`config.mk`:
```
export PLATFORM = sky130hd
export DESIGN_NAME = fdi_ctrl
export DESIGN_NICKNAME = d
export VERILOG_FILES = /design/src/include/fdi_pkg.sv /design/src/hw/fdi_ctrl.sv
export SDC_FILE = /design/constraint.sdc
export NUM_CORES = 1
export LEC_CHECK = 0
export ABC_AREA = 0
export BUFFER_PORTS_ARGS = -buffer_cell sky130_fd_sc_hd__buf_4
export CORE_AREA = 2 2 116 118
export CTS_CLUSTER_SIZE = 8
export DETAILED_ROUTE_END_ITERATION = 10
export DIE_AREA = 0 0 118 120
export SYNTH_ARGS = -nofsm -noshare
export SYNTH_HDL_FRONTEND = slang
export SYNTH_SLANG_ARGS = --single-unit
```
`constraint.sdc`:
```
create_clock -name core_clk -period 2.6 [get_ports core_clk]
set_input_delay 0.13 -clock core_clk [delete_from_list [all_inputs] [get_ports core_clk]]
set_output_delay 0.13 -clock core_clk [all_outputs]
set_load 0.05 [all_outputs]
```
`src/include/fdi_pkg.sv`:
```
// Constants and types for the flexible-disk drive control interface
`default_nettype none
package fdi_pkg;
    // ********************************************************************
    // Register map (word offsets on the plain register port)
    // ********************************************************************
    localparam logic [3:0] FDI_CTRL_OFS = 4'h0;
    localparam logic [3:0] FDI_STEP_OFS = 4'h1;
    localparam logic [3:0] FDI_WDATA_OFS = 4'h2;
    localparam logic [3:0] FDI_PINS_OFS = 4'h3;
    localparam logic [3:0] FDI_STAT_OFS = 4'h4;
    localparam logic [3:0] FDI_INTEN_OFS = 4'h5;
    localparam logic [3:0] FDI_INTCLR_OFS = 4'h6;
    localparam logic [3:0] FDI_FLUXCNT_OFS = 4'h7;

    // ********************************************************************
    // Control register fields
    // ********************************************************************
    localparam int FDI_CTRL_SEL_BIT = 0;
    localparam int FDI_CTRL_MOTOR_BIT = 1;
    localparam int FDI_CTRL_SIDE_BIT = 2;
    localparam int FDI_CTRL_DIR_BIT = 3;
    localparam int FDI_CTRL_WRITE_BIT = 4;
    localparam logic [4:0] FDI_CTRL_RST = 5'h00;

    // ********************************************************************
    // Status / interrupt fields
    // ********************************************************************
    localparam int FDI_EV_INDEX = 0;
    localparam int FDI_EV_TRK0 = 1;
    localparam int FDI_EV_CHG = 2;
    localparam int FDI_EV_WPERR = 3;
    localparam int FDI_EV_STEPDONE = 4;
    localparam int FDI_EV_READ = 5;
    localparam int FDI_EV_W = 6;
    localparam logic [5:0] FDI_EV_RST = 6'h00;

    // ********************************************************************
    // Timing
    // ********************************************************************
    localparam int FDI_CLK_NS = 50;
    localparam int FDI_STEP_LOW_NS = 1000;
    localparam int FDI_STEP_SETTLE_NS = 1000;
    localparam int FDI_WPULSE_NS = 250;
    localparam int FDI_STEP_LOW_CYC = (FDI_STEP_LOW_NS + FDI_CLK_NS - 1) / FDI_CLK_NS;
    localparam int FDI_STEP_SETTLE_CYC = (FDI_STEP_SETTLE_NS + FDI_CLK_NS - 1) / FDI_CLK_NS;
    localparam int FDI_WPULSE_CYC = (FDI_WPULSE_NS + FDI_CLK_NS - 1) / FDI_CLK_NS;
    localparam int FDI_CNT_W = 8;

    typedef enum logic [1:0] {
        FDI_ST_IDLE,
        FDI_ST_STEP_LOW,
        FDI_ST_STEP_SETTLE
    } fdi_step_t;
endpackage
`default_nettype wire

```
`src/hw/fdi_ctrl.sv`:
```
// Flexible-disk drive control interface: pins, step sequencer, write pulser, registers
//
// Added by the designer: strobed register access and the placing of the registers.
`default_nettype none
// Functional notes
// - The direction output is high to move the head away from the spindle and low to move it toward it.
// - The active-low drive select output is low to address the drive and high otherwise.
// - Head side select is low for the lower head and high for the upper head.
// - The active-low motor output is low to run the spindle and high to stop it.
// - Both unit select lines low enable the drive; any other pattern disables it.
// - A low step pulse moves the head one step in the direction set by the direction line.
// - Each low write-flux pulse records one bit, but only while the write gate is low.
// - The write gate is low for the whole recording span and high at all other times.
module fdi_ctrl (
    input wire logic core_clk, // System clock, 20 MHz
    input wire logic resetn, // Async reset, active low
    input wire logic [3:0] reg_addr, // Register word address
    input wire logic [31:0] reg_wdata, // Write data
    input wire logic reg_wr, // Write strobe
    input wire logic reg_rd, // Read strobe
    output logic [31:0] reg_rdata, // Read data, cycle after strobe
    output logic irq, // Level interrupt
    output logic dir, // Head direction
    output logic drive_select_n, // Drive select, active low
    output logic unit_sel_lo, // Unit select line 0
    output logic unit_sel_hi, // Unit select line 1
    output logic spindle_motor_on_n, // Motor on, active low
    output logic head_side_select, // Head side
    output logic head_move_pulse_n, // Step pulse, active low
    output logic write_flux_pulse_n, // Write data pulse, active low
    output logic write_enable_window_n, // Write gate, active low
    input wire logic disk_present_n, // Disk inserted, active low
    input wire logic media_changed_n, // Disk change, active low
    input wire logic dense_media_n, // High density, active low
    input wire logic rev_marker_n, // Index pulse, active low
    input wire logic read_flux_pulse_n, // Read data pulse, active low
    input wire logic track_zero_n, // Track 0, active low
    input wire logic media_locked_n // Write protect, active low
);
    import fdi_pkg::*;

    // ********************************************************************
    // State
    // ********************************************************************
    typedef struct packed {
        logic [6:0] sync1;
        logic [6:0] sync2;
        logic [6:0] prev;
        logic [1:0] fill;
        logic sel;
        logic motor;
        logic side;
        logic dirr;
        logic write_enable_window;
        fdi_step_t step_st;
        logic [FDI_CNT_W-1:0] step_cnt;
        logic wpend;
        logic wstop;
        logic [FDI_CNT_W-1:0] w_cnt;
        logic [5:0] stat;
        logic [5:0] inten;
        logic [15:0] flux_cnt;
        logic [31:0] rdata;
        logic irq;
        logic step_n;
        logic wflux_n;
    } fdi_state_t;

    fdi_state_t s_r;
    fdi_state_t s_nxt;

    // Synchronised pin bits: 0 index,1 trk0,2 chg,3 wprot,4 rdata,5 disk,6 dense
    logic [6:0] pins_raw;
    assign pins_raw = {dense_media_n, disk_present_n, read_flux_pulse_n, media_locked_n,
                       media_changed_n, track_zero_n, rev_marker_n};

    logic busy;
    logic [5:0] ev;
    logic [5:0] clr;
    logic locked;
    logic armed;

    always_comb begin
        s_nxt = s_r;
        s_nxt.sync1 = pins_raw;
        s_nxt.sync2 = s_r.sync1;
        s_nxt.prev = s_r.sync2;
        locked = ~s_r.sync2[3];
        // Edges held off until the synchroniser chain has filled
        armed = (s_r.fill == 2'h3);
        if (s_r.fill != 2'h3) begin
            s_nxt.fill = s_r.fill + 2'h1;
        end
        busy = (s_r.step_st != FDI_ST_IDLE) || s_r.write_enable_window;
        ev = 6'h00;
        clr = 6'h00;

        // ****************************************************************
        // Drive events from falling edges of synchronised pins
        // ****************************************************************
        ev[FDI_EV_INDEX] = armed & s_r.prev[0] & ~s_r.sync2[0];
        ev[FDI_EV_TRK0] = armed & s_r.prev[1] & ~s_r.sync2[1];
        ev[FDI_EV_CHG] = armed & s_r.prev[2] & ~s_r.sync2[2];
        ev[FDI_EV_READ] = armed & s_r.prev[4] & ~s_r.sync2[4];
        if (ev[FDI_EV_READ]) begin
            s_nxt.flux_cnt = s_r.flux_cnt + 16'h0001;
        end

        // ****************************************************************
        // Write-protect guard on an active gate
        // ****************************************************************
        if (s_r.write_enable_window && locked) begin
            s_nxt.write_enable_window = 1'b0;
            s_nxt.wpend = 1'b0;
            s_nxt.wstop = 1'b0;
            ev[FDI_EV_WPERR] = 1'b1;
        end

        // ****************************************************************
        // Step sequencer
        // ****************************************************************
        case (s_r.step_st)
            FDI_ST_IDLE: begin
                s_nxt.step_n = 1'b1;
            end
            FDI_ST_STEP_LOW: begin
                if (s_r.step_cnt == FDI_CNT_W'(1)) begin
                    s_nxt.step_n = 1'b1;
                    s_nxt.step_cnt = FDI_CNT_W'(FDI_STEP_SETTLE_CYC);
                    s_nxt.step_st = FDI_ST_STEP_SETTLE;
                end else begin
                    s_nxt.step_cnt = s_r.step_cnt - FDI_CNT_W'(1);
                end
            end
            FDI_ST_STEP_SETTLE: begin
                if (s_r.step_cnt == FDI_CNT_W'(1)) begin
                    s_nxt.step_st = FDI_ST_IDLE;
                    ev[FDI_EV_STEPDONE] = 1'b1;
                end else begin
                    s_nxt.step_cnt = s_r.step_cnt - FDI_CNT_W'(1);
                end
            end
            default: begin
                s_nxt.step_st = FDI_ST_IDLE;
            end
        endcase

        // ****************************************************************
        // Write flux pulser
        // ****************************************************************
        if (s_r.w_cnt != FDI_CNT_W'(0)) begin
            s_nxt.w_cnt = s_r.w_cnt - FDI_CNT_W'(1);
            if (s_r.w_cnt == FDI_CNT_W'(1)) begin
                s_nxt.wflux_n = 1'b1;
            end
        end else if (s_r.wpend && s_r.write_enable_window && !locked) begin
            s_nxt.wflux_n = 1'b0;
            s_nxt.wpend = 1'b0;
            s_nxt.w_cnt = FDI_CNT_W'(FDI_WPULSE_CYC);
        end

        // ****************************************************************
        // Register writes
        // ****************************************************************
        if (reg_wr) begin
            if (reg_addr == FDI_CTRL_OFS) begin
                s_nxt.sel = reg_wdata[FDI_CTRL_SEL_BIT];
                s_nxt.motor = reg_wdata[FDI_CTRL_MOTOR_BIT];
                if (!busy) begin
                    s_nxt.side = reg_wdata[FDI_CTRL_SIDE_BIT];
                    s_nxt.dirr = reg_wdata[FDI_CTRL_DIR_BIT];
                end
                if (reg_wdata[FDI_CTRL_WRITE_BIT]) begin
                    s_nxt.wstop = 1'b0;
                    if (!s_r.write_enable_window) begin
                        if (locked) begin
                            ev[FDI_EV_WPERR] = 1'b1;
                        end else if (s_r.step_st == FDI_ST_IDLE) begin
                            s_nxt.write_enable_window = 1'b1;
                        end
                    end
                end else if (s_r.write_enable_window) begin
                    // Close waits for a pending or running pulse
                    s_nxt.wstop = 1'b1;
                end
            end else if (reg_addr == FDI_STEP_OFS) begin
                if (s_r.step_st == FDI_ST_IDLE && !s_r.write_enable_window) begin
                    s_nxt.step_n = 1'b0;
                    s_nxt.step_st = FDI_ST_STEP_LOW;
                    s_nxt.step_cnt = FDI_CNT_W'(FDI_STEP_LOW_CYC);
                end
            end else if (reg_addr == FDI_WDATA_OFS) begin
                if (s_r.write_enable_window && !locked) begin
                    s_nxt.wpend = 1'b1;
                end
            end else if (reg_addr == FDI_INTEN_OFS) begin
                s_nxt.inten = reg_wdata[5:0];
            end else if (reg_addr == FDI_INTCLR_OFS) begin
                clr = reg_wdata[5:0];
            end
        end

        if (s_nxt.wstop && s_nxt.w_cnt == FDI_CNT_W'(0) && !s_nxt.wpend) begin
            s_nxt.write_enable_window = 1'b0;
            s_nxt.wstop = 1'b0;
        end

        // Set wins over clear
        s_nxt.stat = (s_r.stat & ~clr) | ev;
        s_nxt.irq = |(s_nxt.stat & s_nxt.inten);

        // ****************************************************************
        // Register reads
        // ****************************************************************
        s_nxt.rdata = 32'h0000_0000;
        if (reg_rd) begin
            if (reg_addr == FDI_CTRL_OFS) begin
                s_nxt.rdata = {27'h0, s_r.write_enable_window, s_r.dirr, s_r.side, s_r.motor, s_r.sel};
            end else if (reg_addr == FDI_STEP_OFS) begin
                s_nxt.rdata = {30'h0, s_r.wpend, (s_r.step_st != FDI_ST_IDLE)};
            end else if (reg_addr == FDI_PINS_OFS) begin
                s_nxt.rdata = {25'h0, ~s_r.sync2};
            end else if (reg_addr == FDI_STAT_OFS) begin
                s_nxt.rdata = {26'h0, s_r.stat};
            end else if (reg_addr == FDI_INTEN_OFS) begin
                s_nxt.rdata = {26'h0, s_r.inten};
            end else if (reg_addr == FDI_FLUXCNT_OFS) begin
                s_nxt.rdata = {16'h0, s_r.flux_cnt};
            end
        end
    end

    always_ff @(posedge core_clk or negedge resetn) begin
        if (!resetn) begin
            s_r <= '{sync1: 7'h7f, sync2: 7'h7f, prev: 7'h7f, fill: 2'h0, sel: 1'b0, motor: 1'b0,
                     side: 1'b0, dirr: 1'b0, write_enable_window: 1'b0, step_st: FDI_ST_IDLE,
                     step_cnt: 8'h00, wpend: 1'b0, wstop: 1'b0, w_cnt: 8'h00, stat: FDI_EV_RST,
                     inten: 6'h00, flux_cnt: 16'h0000, rdata: 32'h0000_0000,
                     irq: 1'b0, step_n: 1'b1, wflux_n: 1'b1};
        end else begin
            s_r <= s_nxt;
        end
    end

    // ********************************************************************
    // Pin drivers, all from flip-flops
    // ********************************************************************
    assign reg_rdata = s_r.rdata;
    assign irq = s_r.irq;
    assign dir = s_r.dirr;
    assign drive_select_n = ~s_r.sel;
    assign unit_sel_lo = ~s_r.sel;
    assign unit_sel_hi = ~s_r.sel;
    assign spindle_motor_on_n = ~s_r.motor;
    assign head_side_select = s_r.side;
    assign head_move_pulse_n = s_r.step_n;
    assign write_flux_pulse_n = s_r.wflux_n;
    assign write_enable_window_n = ~s_r.write_enable_window;
endmodule
`default_nettype wire

```
==> impl_metrics.json, run 1 <==
{
  "path_delay_family": "simple AND/OR/NAND/NOR gates",
  "drc": 0,
  "synthTopCellsByCount": "dfrtp_1, buf_4, nor2_1, nand2_1, dfstp_2",
  "initial_utilization": 0.343,
  "synth-xor-area-share": 0.0432,
  "dieHeight_um": 120,
  "clock_latency_ps": 340,
  "antenna_found_initial": 0,
  "stdcell_count": 636,
  "seqPwrFrac": 0.431,
  "async_reset_ff_frac": 1.00,
  "clk_pin_slew_ps": 60,
  "path_cells": "or3_4 > or4_4 > a221o_1 > a21oi_2 > a41oi_1",
  "cts_resized": 0,
  "yosys.area_share.simple": 0.168,
  "p_int_w": 0.00296,
  "ys_types": 57,
  "rows": 42,
  "post-synth-top-count-cell": "dfrtp_1",
  "ir_drop_mv": 0.551,
  "holdWs_ps": 18.2,
  "syn_to_final_growth_pct": 16.1,
  "post_dp_cell_area_um2": 4810,
  "synth.largest_area_cell": "dfrtp_1",
  "io_pins": 89,
  "crit_buf_inv": 0,
  "synth_top_family_by_area": "simple AND/OR/NAND/NOR gates",
  "postCtsHoldBufs": 8,
  "cts_tree": "done",
  "fin_crit_ps": 2160,
  "outcome": "complete, no violations",
  "fin_skew_ps": 3.91,
  "syn_area_um2": 4460,
  "grt_max_degree": 59,
  "core_um2": 13000,
  "antenna_cells": 0,
  "synth.yosys.seq_area_share": 0.522,
  "nNetsFinal": 514,
  "synth-adder-area-share": 0.0337,
  "gp_congestion": 0.822,
  "wl_per_cell_um": 14.2,
  "final_area_um2": 5170,
  "grt_pass1_wl_um": 14900,
  "sw_frac_of_total": 0.348,
  "setup_ws_ps": 443,
  "power_per_cell_area_nw_per_um2": 877,
  "relSlewSlack": 0.585,
  "io_buffers": 46,
  "report.final.slew_viol_count": 0,
  "die_width_um": 118,
  "drv_cap": 0,
  "first_pass_iters": 4,
  "hold_viol": 0,
  "tns_ps": 0,
  "vias_per_cell": 4.75,
  "synth.yosys.warnings": 0,
  "grt_pass1_vias": 3033,
  "overflow": 0,
  "syn_inst": 419,
  "p_switching_w": 0.00158,
  "hp-class": "input pin to register",
  "post_cts_buffers": 0,
  "h-tree-depth": 3,
  "placed_cells": 612,
  "avgSynthCellArea_um2": 10.6,
  "antenna_left": 0,
  "dieArea_um2": 14200,
  "synth_top_area_frac": 0.404,
  "ys_ff_latch": 92,
  "clockPowerShare": 0.278,
  "synth_ff_type": "dfrtp_1",
  "max_stage_delay_ps": 550,
  "finalSetupViolCount": 0,
  "dpl_worst_slack_ps": 465,
  "fin_crit_sh": 0.830,
  "crit_type": "register to register",
  "cts_buffers": 9,
  "leakagePower_nw": 2.30,
  "arrival_ps": 2360,
  "crit_fanout": 9,
  "rsz0062_at_grt": "no",
  "drive_above_1_share": 0.228,
  "fmax_mhz": 464,
  "dp_hpwl_um": 6510,
  "synth_area_leaders": "dfrtp_1, dfstp_2, buf_4",
  "tightest_slew_ps": 614,
  "setup.worst_path.end_class": "register",
  "synth_compound_area_frac": 0.104,
  "crit_slowest_cell": "or4_4",
  "grt_use_total": 0.134,
  "combPwrFrac": 0.291,
  "wl_um": 9010,
  "critPathRequiredTime_ps": 2800,
  "worst_setup_path_start_kind": "register",
  "drt-initial-drc-count": 148,
  "clock-root-buffer": "clkbuf_16",
  "dr_total_vias": 3024,
  "clock_sinks": 92,
  "synth_edf_count": 0,
  "synth_mux_area_frac": 0.0424,
  "cts_max_path_buffers": 2
}
## registers in the layout (all words and copies together) (netlist names)
name                count
head_side_select        1
irq                     1
write_flux_pulse_n      1
dir                     1
reg_rdata              16
head_move_pulse_n       1
s_nxt                  14
s_r                    57
## cell usage in the layout, fill, tap and decap left out, types with 4 or more instances in the layout
| cell | synthesis | final |
|---|---|---|
| dfrtp_1 | 72 | 72 |
| buf_4 | 34 | 51 |
| nor2_1 | 32 | 32 |
| nand2_1 | 26 | 26 |
| dfstp_2 | 20 | 20 |
| nand3_1 | 18 | 18 |
| inv_1 | 16 | 16 |
| conb_1 | 1 | 16 |
| mux2_2 | 15 | 15 |
| o21ai_0 | 14 | 14 |
| a21oi_1 | 13 | 13 |
| nor3_1 | 12 | 12 |
| and2_1 | 12 | 12 |
| ha_1 | 12 | 12 |
| xor2_1 | 11 | 11 |
| xnor2_1 | 11 | 11 |
| clkbuf_16 | 0 | 9 |
| dlygate4sd3_1 | 0 | 8 |
| nand4_1 | 7 | 7 |
| a211oi_1 | 6 | 6 |
| a22oi_1 | 6 | 6 |
| nand2b_1 | 4 | 4 |
| nor4_1 | 4 | 4 |
| clkbuf_1 | 15 | 4 |
## routing by layer
layer,wire length (um),global-route usage
met1,4390,0.180
met2,4020,0.202
met3,424,0.0394
met4,174,0.0587
met5,0,0
## power by group through the flow
stage,logic (W),clock network [W],registers (W)
2_1_floorplan,0.000993,0,0.00196
3_3_place_gp,0.00128,0,0.00196
3_5_place_dp,0.00132,0,0.00198
4_1_cts,0.00133,0.00130,0.00195
5_1_grt,0.00148,0.00136,0.00200
6_report,0.00132,0.00126,0.00196
## worst paths after layout
kind	start	end	slack (ps)	cells after the start
max reg2reg	s_r[67]	s_r[83]	440	5
max in group asynchronous	resetn	s_nxt[103]	1610	3
min reg2reg	s_nxt[102]	s_nxt[95]	350	0
max	s_r[67]	s_r[83]	440	5
min	reg_wdata[1]	s_r[86]	20	3
min in group asynchronous	resetn	s_r[70]	280	2
## tightest hold or removal path: cells and delay by family
family | cells | cell delay (ps)
buffers and inverters | 1 | 100
AOI/OAI and AO/OA | 1 | 60
and+or+nand+nor | 1 | 40
## cells by family (layout without fill, tap and decap cells)
logic type,count (synthesis),after routing
and+or+nand+nor,142,142
DFF,92,92
AOI/OAI and AO/OA,67,67
buffers and inverters,66,92
xor gates and xnor gates,22,22
muxes,17,17
adders and majority gates,12,12
other,1,16
## final cells by class
| cell class | instances | area [um2] |
|---|---|---|
| Clock buffer | 13 | 240 |
| Clock inverter | 3 | 40.0 |
| Fill cell | 1278 | 7810 |
| Inverter | 16 | 60.1 |
| Multi-Input combinational cell | 276 | 1800 |
| Sequential cell | 92 | 2330 |
| Tap cell | 176 | 220 |
| Timing Repair Buffer | 60 | 483 |
## stage by stage
stage	power (W)	util
3_5_place_dp	0.00329	0.371
6_report	0.00454	0.399
4_1_cts	0.00459	0.399
5_1_grt	0.00484	0.399
2_1_floorplan	0.00296	-
3_3_place_gp	0.00324	0.371
No activity file was read; power rests on OpenSTA's default activity.
==> run 2, diff against run 1 <==
--- a/config.mk
+++ b/config.mk
@@ -5,12 +5,12 @@
 export SDC_FILE = /design/constraint.sdc
 export NUM_CORES = 1
 export LEC_CHECK = 0
-export ABC_AREA = 0
+export ABC_AREA = 1
 export BUFFER_PORTS_ARGS = -buffer_cell sky130_fd_sc_hd__buf_4
-export CORE_AREA = 2 2 116 118
+export CORE_AREA = 2 2 118 120
 export CTS_CLUSTER_SIZE = 8
 export DETAILED_ROUTE_END_ITERATION = 10
-export DIE_AREA = 0 0 118 120
+export DIE_AREA = 0 0 120 122
 export SYNTH_ARGS = -nofsm -noshare
 export SYNTH_HDL_FRONTEND = slang
 export SYNTH_SLANG_ARGS = --single-unit
==> constraint.sdc (replaced) <==
create_clock -name core_clk -period 2.2 [get_ports core_clk]
set_input_delay 0.11 -clock core_clk [delete_from_list [all_inputs] [get_ports core_clk]]
set_output_delay 0.11 -clock core_clk [all_outputs]
set_load 0.05 [all_outputs]
==> run 2 against run 1 <==
- global-route usage up 0.66 points
- clock power up 21%
- critical endpoint is now s_r[80]
- sequential share of layout area down 1.4 points
- die area up 3.4%
- worst setup slack worse by 260 ps
- non-clock buffer count down 1
- combinational power up 30%
==> impl_metrics.json, run 2 <==
{
  "cts_buffers": 9,
  "dp_hpwl_um": 7230,
  "clock-root-buffer": "clkbuf_16",
  "hp-class": "input pin to register",
  "path_cells": "inv_1 > ha_1 > inv_1 > nor4_1 > nand3_1 > nor3b_1 > nor3_1",
  "fmax_mhz": 496,
  "grt_pass1_vias": 3270,
  "max_stage_delay_ps": 460,
  "clk_pin_slew_ps": 60,
  "async_reset_ff_frac": 1.00,
  "hold_viol": 0,
  "cts_max_path_buffers": 2,
  "rows": 43,
  "dieHeight_um": 122,
  "first_pass_iters": 4,
  "grt_max_degree": 40,
  "layout_commonest_cell": "nand2_1",
  "clock_sinks": 92,
  "largest_reg_flops": 57,
  "wl_per_cell_um": 13.1,
  "crit_buf_inv": 2,
  "grt_use_total": 0.141,
  "antenna_found_initial": 0,
  "ys_types": 40,
  "ys_ff_latch": 92,
  "io_pins": 89,
  "top_register": "s_r",
  "die_width_um": 120,
  "timing.critical_path.mode_cell": "inv_1",
  "synth.largest_area_cell": "dfrtp_1",
  "leakagePower_nw": 2.59,
  "post-synth-top-count-cell": "nand2_1",
  "clock_latency_ps": 350,
  "tightest_slew_ps": 580,
  "worst_setup_path_start_kind": "register",
  "dr_total_vias": 3355,
  "crit_slowest_cell": "nor4_1",
  "crit_type": "register to register",
  "fin_crit_ps": 2010,
  "overflow": 0,
  "setup.worst_path.end_class": "register",
  "synth.yosys.seq_area_share": 0.510,
  "wl_um": 9620,
  "arrival_ps": 2240,
  "path_delay_family": "simple AND/OR/NAND/NOR gates",
  "io_buffers": 46,
  "synth.yosys.warnings": 0,
  "finalSetupViolCount": 0,
  "synth_top_area_frac": 0.395,
  "syn_inst": 501,
  "rsz0062_at_grt": "no",
  "synth_ff_type": "dfrtp_1",
  "syn_area_um2": 4560,
  "vias_per_cell": 4.56,
  "drc": 0,
  "antenna_left": 0,
  "crit_fanout": 7,
  "initial_utilization": 0.338,
  "grt_pass1_wl_um": 16000,
  "antenna_cells": 0,
  "cts_tree": "done",
  "h-tree-depth": 3,
  "outcome": "complete, no violations",
  "synth_area_leaders": "dfrtp_1, dfstp_2, nand2_1",
  "gp_congestion": 0.892,
  "power_per_cell_area_nw_per_um2": 1030,
  "relSlewSlack": 0.610,
  "post_dp_cell_area_um2": 4950,
  "synthTopCellsByCount": "nand2_1, dfrtp_1, inv_1, buf_4, nor2_1",
  "drive_above_1_share": 0.211,
  "dieArea_um2": 14600,
  "tns_ps": 0,
  "syn_to_final_growth_pct": 17.2,
  "drt-initial-drc-count": 150,
  "avgSynthCellArea_um2": 9.10,
  "core_um2": 13500,
  "synth_edf_count": 0,
  "final_area_um2": 5340,
  "ir_drop_mv": 0.380,
  "report.final.slew_viol_count": 0,
  "fin_skew_ps": 6.28,
  "critPathRequiredTime_ps": 2430,
  "fin_crit_sh": 0.916,
  "layout_common_cells": "nand2_1, dfrtp_1, inv_1",
  "drv_cap": 0,
  "nNetsFinal": 609,
  "post_cts_buffers": 0
}
[run 2: timing repair]
action	CTS	global route
hold buffers	9	0
resized for setup	0	0
endpoints found under the hold margin	35	0
[run 2: cell families (layout without fill, tap and decap cells)]
group,Yosys count,count (layout),synth area share
AOI/OAI and AO/OA,64,64,0.0790
xor gates and xnor gates,19,19,0.0365
adders and majority gates,12,12,0.0329
buffers and inverters,105,144,0.115
DFF,92,92,0.510
muxes,3,3,0.00741
other,1,16,0.000822
and+or+nand+nor,205,205,0.218
[run 2: per-layer routing]
metal / vias to the layer above / wire, um / track usage
li1: 1652 / - / -
met2: 77 / 4490 / 0.223
met4: 0 / 142 / 0.0463
met1: 1614 / 4490 / 0.186
met5: - / 0 / 0
met3: 12 / 500 / 0.0407
[run 2: layout make-up]
| type | count | area [um2] |
|---|---|---|
| clock buffers | 14 | 284 |
| clock inverters | 2 | 16.3 |
| fillers | 1323 | 8160 |
| inverters | 69 | 259 |
| multi-input cells | 319 | 1770 |
| flip-flops and latches | 92 | 2330 |
| well taps | 180 | 225 |
| repair buffers | 59 | 465 |
[run 2: path summary, 6_finish.rpt]
check / start / to / slack (ps) / cells past startpoint
worst max-delay path: s_r[81] / s_r[80] / 190 / 7
worst min-delay path: reg_wdata[5] / s_r[56] / 10 / 3
worst max register to register: s_r[81] / s_r[80] / 190 / 7
worst min register to register: s_nxt[102] / s_nxt[95] / 350 / 0
max in group asynchronous: resetn / s_r[94] / 1140 / 3
min in group asynchronous: resetn / s_r[61] / 290 / 2
[run 2: metrics by stage]
stage,std cells,utilization,total power [W],hold slack [ps],setup WS (ps)
floorplan,516,-,0.00356,-186,495
global placement,710,0.367,0.00393,133,293
detailed placement,710,0.367,0.00401,135,238
CTS,735,0.396,0.00558,3.31,211
global route,735,0.396,0.00590,11.7,1.08
finish,735,0.396,0.00552,14.0,185
[run 2: power breakdown]
part	internal (W)	switching [W]
registers	0.00201	0.000246
clock network	0.000892	0.000642
logic	0.000576	0.00115
[run 2: worst min-delay path, cell delays in order]
cell and delay, ps:
buf_4 90, nand2_1 50, nand2_1 70
